`config.mk`:
```
export PLATFORM = sky130hd
export DESIGN_NAME = cce_cascade
export DESIGN_NICKNAME = d
export VERILOG_FILES = /design/src/hdl/cce_pkg.sv /design/src/hdl/cce_cascade.sv
export SDC_FILE = /design/constraint.sdc
export NUM_CORES = 1
export LEC_CHECK = 0
export BUFFER_PORTS_ARGS = -buffer_cell sky130_fd_sc_hd__buf_2
export CAP_MARGIN = 20
export CORE_MARGIN = 1.5
export CORE_UTILIZATION = 52
export DETAILED_ROUTE_END_ITERATION = 6
export PLACE_DENSITY_LB_ADDON = 0.08
export SETUP_SLACK_MARGIN = 0.1
export SLEW_MARGIN = 20
export SYNTH_ARGS = -nofsm -noshare
export SYNTH_HDL_FRONTEND = slang
export SYNTH_SLANG_ARGS = --single-unit
```
`constraint.sdc`:
```
create_clock -name core_clk_in -period 2.85 [get_ports core_clk_in]
set_input_delay 0.855 -clock core_clk_in [delete_from_list [all_inputs] [get_ports core_clk_in]]
set_output_delay 0.855 -clock core_clk_in [all_outputs]
set_load 0.05 [all_outputs]
```
`src/hdl/cce_pkg.sv`:
```
// Package for the configuration chain enable cascade block.
package cce_pkg;

  // ----------------------------------------------------------------
  // Configuration schemes.
  // ----------------------------------------------------------------
  // Scheme that the device is strapped for.
  typedef enum logic [1:0] {
    CCE_FAST_PARALLEL_SCHEME,
    CCE_ACTIVE_SERIAL_SCHEME,
    CCE_PASSIVE_SERIAL_SCHEME,
    CCE_BOUNDARY_SCAN_SCHEME
  } cce_scheme_t;

  // ----------------------------------------------------------------
  // Widths and constants.
  // ----------------------------------------------------------------
  // Width of the fast parallel data bus.
  localparam int CCE_DATA_W = 8;
  // Open-drain enable value while the pin is pulled low.
  localparam logic CCE_OE_DRIVE = 1'b0;
  // Open-drain enable value while the pin is released.
  localparam logic CCE_OE_RELEASE = 1'b1;

  // ----------------------------------------------------------------
  // Carriers.
  // ----------------------------------------------------------------
  // Open-drain pin seen from the design: output, enable (low drives).
  typedef struct packed {
    logic out_lvl;
    logic oe_n;
  } cce_od_pin_t;

  // Requests from the device's configuration engine.
  typedef struct packed {
    logic load_done;
    logic load_error;
  } cce_engine_t;

endpackage : cce_pkg

```
`src/hdl/cce_cascade.sv`:
```
// Chip-enable cascade, shared complete/status lines and data lane gating.
//
// Behaviour
// [RL1] Boundary-scan load needs chip enable held low.
// [RL2] Chain enables daisy-chain; first grounded, last open.
// [RL3] Drive chain enable low once loading finishes.
// [RL4] Shared complete/status lines release user mode together.
// [RL5] Shared lines demand loading every chain device.
// [RL6] Scan order matches chain, or enables grounded.
// [RL7] After scan load succeeds, drive chain enable low.
// [RL8] Bit zero all but scan; upper bits parallel.
// [RL9] High complete line after scan means success.
// [RL10] Shared lines are driven only open-drain.
module cce_cascade (
  input wire logic core_clk_in,
  input wire logic rstn_in,
  input wire cce_pkg::cce_scheme_t scheme_in,
  input wire logic chip_enable_n_in,
  input wire logic [cce_pkg::CCE_DATA_W-1:0] config_data_in,
  input wire cce_pkg::cce_engine_t engine_in,
  input wire logic config_complete_line_in,
  input wire logic status_line_in,
  output cce_pkg::cce_od_pin_t config_complete_line_out,
  output cce_pkg::cce_od_pin_t status_line_out,
  output logic chain_enable_n_out,
  output logic load_active_out,
  output logic user_mode_out,
  output logic [cce_pkg::CCE_DATA_W-1:0] load_data_out,
  output logic load_data_valid_out
);
  import cce_pkg::*;

  // ----------------------------------------------------------------
  // Pin synchronisers.
  // ----------------------------------------------------------------
  // Two-stage synchronisers; stage one is read only by stage two.
  logic ce_s1_q, ce_s2_q;
  logic done_s1_q, done_s2_q;
  logic stat_s1_q, stat_s2_q;
  logic [CCE_DATA_W-1:0] dat_s1_q, dat_s2_q;

  // Captures the asynchronous pins.
  always_ff @(posedge core_clk_in or negedge rstn_in) begin
    if (!rstn_in) begin
      ce_s1_q <= 1'b1;
      ce_s2_q <= 1'b1;
      done_s1_q <= 1'b0;
      done_s2_q <= 1'b0;
      stat_s1_q <= 1'b0;
      stat_s2_q <= 1'b0;
      dat_s1_q <= '0;
      dat_s2_q <= '0;
    end else begin
      ce_s1_q <= chip_enable_n_in;
      ce_s2_q <= ce_s1_q;
      done_s1_q <= config_complete_line_in;
      done_s2_q <= done_s1_q;
      stat_s1_q <= status_line_in;
      stat_s2_q <= stat_s1_q;
      dat_s1_q <= config_data_in;
      dat_s2_q <= dat_s1_q;
    end
  end

  // ----------------------------------------------------------------
  // Sequencing.
  // ----------------------------------------------------------------
  // Loader phases.
  typedef enum logic [1:0] {WAIT_ENABLE, LOADING, LOADED, USER} cce_state_t;
  cce_state_t state_q;
  // Set once the local load completed; held until reset.
  logic own_done_q;
  logic chain_en_n_q; // Registered chain enable, active low.
  logic user_q; // Registered user-mode flag.
  logic err_q; // Load error seen; pulls the status line low.

  // Chip enable low starts the load; in scan mode the holder keeps it low.
  always_ff @(posedge core_clk_in or negedge rstn_in) begin
    if (!rstn_in) begin
      state_q <= WAIT_ENABLE;
    end else begin
      case (state_q)
        // Idle until the previous device pulls our chip enable low.
        WAIT_ENABLE: begin
          if (!ce_s2_q) begin
            state_q <= LOADING; // RL1 RL2
          end
        end
        // Loading; an error returns us to waiting.
        LOADING: begin
          if (engine_in.load_error) begin
            state_q <= WAIT_ENABLE;
          end else if (engine_in.load_done) begin
            state_q <= LOADED;
          end
        end
        // Wait for every device to release the shared lines.
        LOADED: begin
          if (done_s2_q && stat_s2_q) begin
            state_q <= USER; // RL4 RL5 RL9
          end
        end
        // Remain in user mode until reset.
        USER: begin
          state_q <= USER;
        end
        default: begin
          state_q <= WAIT_ENABLE;
        end
      endcase
    end
  end

  // Records successful completion of this device's own load.
  always_ff @(posedge core_clk_in or negedge rstn_in) begin
    if (!rstn_in) begin
      own_done_q <= 1'b0;
    end else if (state_q == LOADING && engine_in.load_done && !engine_in.load_error) begin
      own_done_q <= 1'b1;
    end
  end

  // Chain enable goes low after own load, also in scan order mode.
  always_ff @(posedge core_clk_in or negedge rstn_in) begin
    if (!rstn_in) begin
      chain_en_n_q <= 1'b1;
    end else begin
      chain_en_n_q <= !own_done_q; // RL3 RL6 RL7
    end
  end

  // Error flag pulls the shared status line low while set.
  always_ff @(posedge core_clk_in or negedge rstn_in) begin
    if (!rstn_in) begin
      err_q <= 1'b0;
    end else if (state_q == LOADING && engine_in.load_error) begin
      err_q <= 1'b1;
    end else if (!ce_s2_q && state_q == WAIT_ENABLE && err_q) begin
      err_q <= 1'b0;
    end
  end

  // User mode follows the USER state one cycle later and stays set until reset.
  always_ff @(posedge core_clk_in or negedge rstn_in) begin
    if (!rstn_in) begin
      user_q <= 1'b0;
    end else begin
      user_q <= (state_q == USER);
    end
  end

  // ----------------------------------------------------------------
  // Data lane gating.
  // ----------------------------------------------------------------
  // Which data lanes the current scheme uses.
  function automatic logic [CCE_DATA_W-1:0] lane_mask(input cce_scheme_t s);
    case (s)
      CCE_FAST_PARALLEL_SCHEME: lane_mask = '1;
      CCE_BOUNDARY_SCAN_SCHEME: lane_mask = '0;
      default: lane_mask = {{(CCE_DATA_W-1){1'b0}}, 1'b1};
    endcase
  endfunction : lane_mask

  logic [CCE_DATA_W-1:0] data_q;
  logic valid_q;

  // Registers the lanes in use; unused lanes read zero.
  always_ff @(posedge core_clk_in or negedge rstn_in) begin
    if (!rstn_in) begin
      data_q <= '0;
      valid_q <= 1'b0;
    end else begin
      data_q <= dat_s2_q & lane_mask(scheme_in); // RL8
      valid_q <= (state_q == LOADING) && (scheme_in != CCE_BOUNDARY_SCAN_SCHEME); // RL8
    end
  end

  // ----------------------------------------------------------------
  // Outputs.
  // ----------------------------------------------------------------
  // Open-drain: only ever low or released.
  assign config_complete_line_out.out_lvl = 1'b0; // RL10
  assign config_complete_line_out.oe_n = own_done_q ? CCE_OE_RELEASE : CCE_OE_DRIVE; // RL10
  assign status_line_out.out_lvl = 1'b0; // RL10
  assign status_line_out.oe_n = err_q ? CCE_OE_DRIVE : CCE_OE_RELEASE; // RL10
  assign chain_enable_n_out = chain_en_n_q;
  assign load_active_out = (state_q == LOADING);
  assign user_mode_out = user_q;
  assign load_data_out = data_q;
  assign load_data_valid_out = valid_q;
endmodule : cce_cascade

```
==> results by group <==
Yosys
  • Post-synthesis async set-or-reset flop share: between 90% and 100%
  • Synth area leader: dfrtp_1
  • Post-synthesis instance area: about 1100 µm²
  • Post-Synthesis Mean Instance Area: about 16 µm²
  • Cell variety after synth: 15
  • Commonest cells in the netlist: dfrtp_1 (34), and2_1 (8), nor2_1 (5)
  • Synthesized instance count: 68
  • Share of Yosys cell area claimed by the top area cell type: 77.27%
  • Warning count from the yosys run: 0
  • Leading post-synthesis cells by cell area: dfrtp_1 (77%), dfstp_2 (7.2%), and2_1 (4.5%)
  • Top flip-flop cell by instance count after synthesis: dfrtp_1
  • Number of enable-type register cells in the synthesized netlist: 0
  • Count of state elements after synthesis: 37
  • Most common cell in the synthesized netlist: dfrtp_1
  • Sequential share of the synthesized area: 84.43%

Global routing
  • Global-route congestion overflow total: 0
  • Largest net degree at the start of global routing: 38
  • GRT Overall Usage: between 10% and 20%
  • Initial antenna violation count: 0
  • Number of global-route vias before repair: around 560
  • First-pass GRT wire length: around 2300 µm

Timing
  • Maximum frequency from static timing analysis: 0.4646 GHz
  • Post-Route Setup TNS: 0 ps
  • Final-report max-slew violation count: 0
  • Final critical-path share of the clock period: between 70 and 80%
  • Crit path time final: about 2200 ps
  • RSZ-0062 raised after global routing: no
  • Worst setup slack after layout: between 600 and 700 ps
  • Final Hold Viols: 0
  • Clk_skew: roughly 7.9 ps
  • Worst hold slack after final layout: ~360 ps
  • Slew at the pin closest to its max-slew limit: 751.4 ps
  • Final count of negative-setup-slack endpoints: 0
  • Relative slew slack: 49.90%

Layout
  • Synthesis-to-finish area growth: 24.32%
  • Total Nets Final: 120
  • Final core utilization: 69.07%
  • Share of final-layout standard cells stronger than drive strength 1: 39.42%
  • Number of antenna cells inserted: 0

Die
  • Top-level I/O count: 33
  • Effective utilization at floorplan: 55.56%
  • Total die area: roughly 2400 µm²
  • Horizontal extent of the die: around 49 µm
  • Site Rows: 16
  • Placeable core area: 1982 µm²
  • Floorplan die height: about 49 µm

Clocking
  • Depth of the CTS H-tree: 2
  • PostCTS Resize Cnt: 0
  • Number of buffers between clock root and the deepest sink: 2
  • TritonCTS clock tree: built
  • Buffer cell driving the clock tree root: clkbuf_4
  • Hold-fix buffer count after cts: 0
  • Number of CTS-inserted buffers: 5
  • Number of buffers added for setup after CTS: 0
  • Total number of clock tree sinks: 37
  • Source-to-sink clock delay at the later pin of the worst-skew pair: 320 ps
  • Reg clk slew, reported paths: about 100 ps

Min path
  • Critical hold path startpoint: stat_s1_q
  • Hold Path Stages: 0
  • Hold WC Path Type: reg2reg
  • Hold endpoint: stat_s2_q

Critical path
  • Destination of the worst register-to-register timing path: state_q[0]
  • Data arrival time of the critical path: between 1000 and 1500 ps
  • Endpoint kind of the worst setup timing path: output pin
  • Minimum setup slack among reg-to-reg paths: around 1900 ps
  • Critical path cell sequence: nand2b_1 -> inv_1 -> buf_2
  • Slowest-stage cell, CP: dfrtp_1
  • Maximum fanout count along the critical path: 6
  • Worst setup path class: reg2out
  • Source of the worst register-to-register timing path: ce_s2_q
  • Slowest cell delay on critical path: 450 ps
  • Startpoint type of the worst setup path: flop
  • Worst reg-to-reg path cell count: 3
  • Worst path required time: roughly 2000 ps

Power and ir drop
  • Worst vdd ir: between 600 and 700 µV
  • Leakage power of the design: between 0.6 and 0.7 nW
  • Power density of the placed cells: between 700 and 800 nW/µm²
  • Power consumption: between 1 and 1.5 mW

Detailed routing
  • Via-per-instance ratio: between 4 and 5
  • Number of vias in the routed layout: about 570
  • Wire per inst: a little under 10 µm
  • Final wirelength: around 1300 µm
  • DRC: 0
  • Router iterations before antenna repair: 4
  • Count of nets left with antenna violations after detail routing: 0
  • Initial drt markers: 5

Place
  • RD Place Congestion: 0.7511
  • Post-Place Worst Slack: 1064 ps
  • Post-DP HPWL: a little over 900 µm
  • Buffers added on ports: 30

Run
  • Max Cap Viol: 0

Status
  • Status: complete, no violations
## cells in the final DEF, fill, tap and decap left out
cell type | netlist | layout
nor2_1 | 5 | 5
bufinv_16 | 0 | 2
a21boi_0 | 1 | 1
nor2b_1 | 2 | 2
clkbuf_4 | 0 | 5
o21ai_0 | 2 | 2
a21o_1 | 1 | 1
buf_2 | 0 | 30
nand2b_1 | 1 | 1
conb_1 | 1 | 2
nand2_1 | 2 | 2
inv_1 | 3 | 3
dfstp_2 | 3 | 3
and2_1 | 8 | 8
a311oi_1 | 1 | 1
clkinv_2 | 0 | 1
a21oi_1 | 1 | 1
dfrtp_1 | 34 | 34
## area by class of cell
class	count	area, µm²
clock buffer	5	37.54
clock inverter	3	65.06
fill	153	613.1
inverter	3	11.26
multi-input combinational	26	141.4
sequential	37	929.6
tap	27	33.78
timing repair buffer	30	150.1
## kinds of logic after synthesis
| group | synth area share, % |
|---|---|
| buffers and inverters | 3.068 |
| DFF | 84.43 |
| other | 0.3406 |
| and+or+nand+nor | 8.637 |
| AOI/OAI and AO/OA | 3.523 |
## worst max-delay path by stage
stage	start	end	slack [ps]	cells after the start
after floorplan	state_q[1]	load_active_out	1100	2
after global placement	state_q[1]	load_active_out	1090	3
after detailed placement	state_q[1]	load_active_out	1060	3
after CTS	state_q[1]	load_active_out	700	3
after global routing	state_q[1]	load_active_out	620	3
final	state_q[1]	load_active_out	700	3
## power by group
group	internal (mW)	switching, mW
registers	0.546	0.00438
clock network	0.272	0.154
logic	0.0140	0.0398
## per-layer routing
layer / global-route usage [%] / routed length, µm / vias to the layer above
met4: 7.619 / 10 / 0
met5: 0 / 0 / -
met3: 6.135 / 97 / 2
li1: - / - / 276
met2: 21.46 / 690 / 23
met1: 14.38 / 488 / 266
## through the flow
stage               std cells  area, µm²
global placement          123       1266
floorplan                  69       1105
CTS                       131       1369
finish                    131       1369
detailed placement        123       1266
global route              131       1369
## state kept, by name, indices dropped and copies added, names as in the netlist
name,count
dat_s1_q,8
dat_s2_q,8
load_data_out,8
state_q,2
ce_s1_q,1
ce_s2_q,1
chain_enable_n_out,1
done_s1_q,1
done_s2_q,1
err_q,1
load_data_valid_out,1
own_done_q,1
stat_s1_q,1
stat_s2_q,1
user_mode_out,1
## worst max-delay path: cells and delay by family, from the launching register on
family,cells,cell delay (ps)
DFF,1,450
and+or+nand+nor,1,200
buffers and inverters,2,340
No activity file was read; power rests on OpenSTA's default activity.
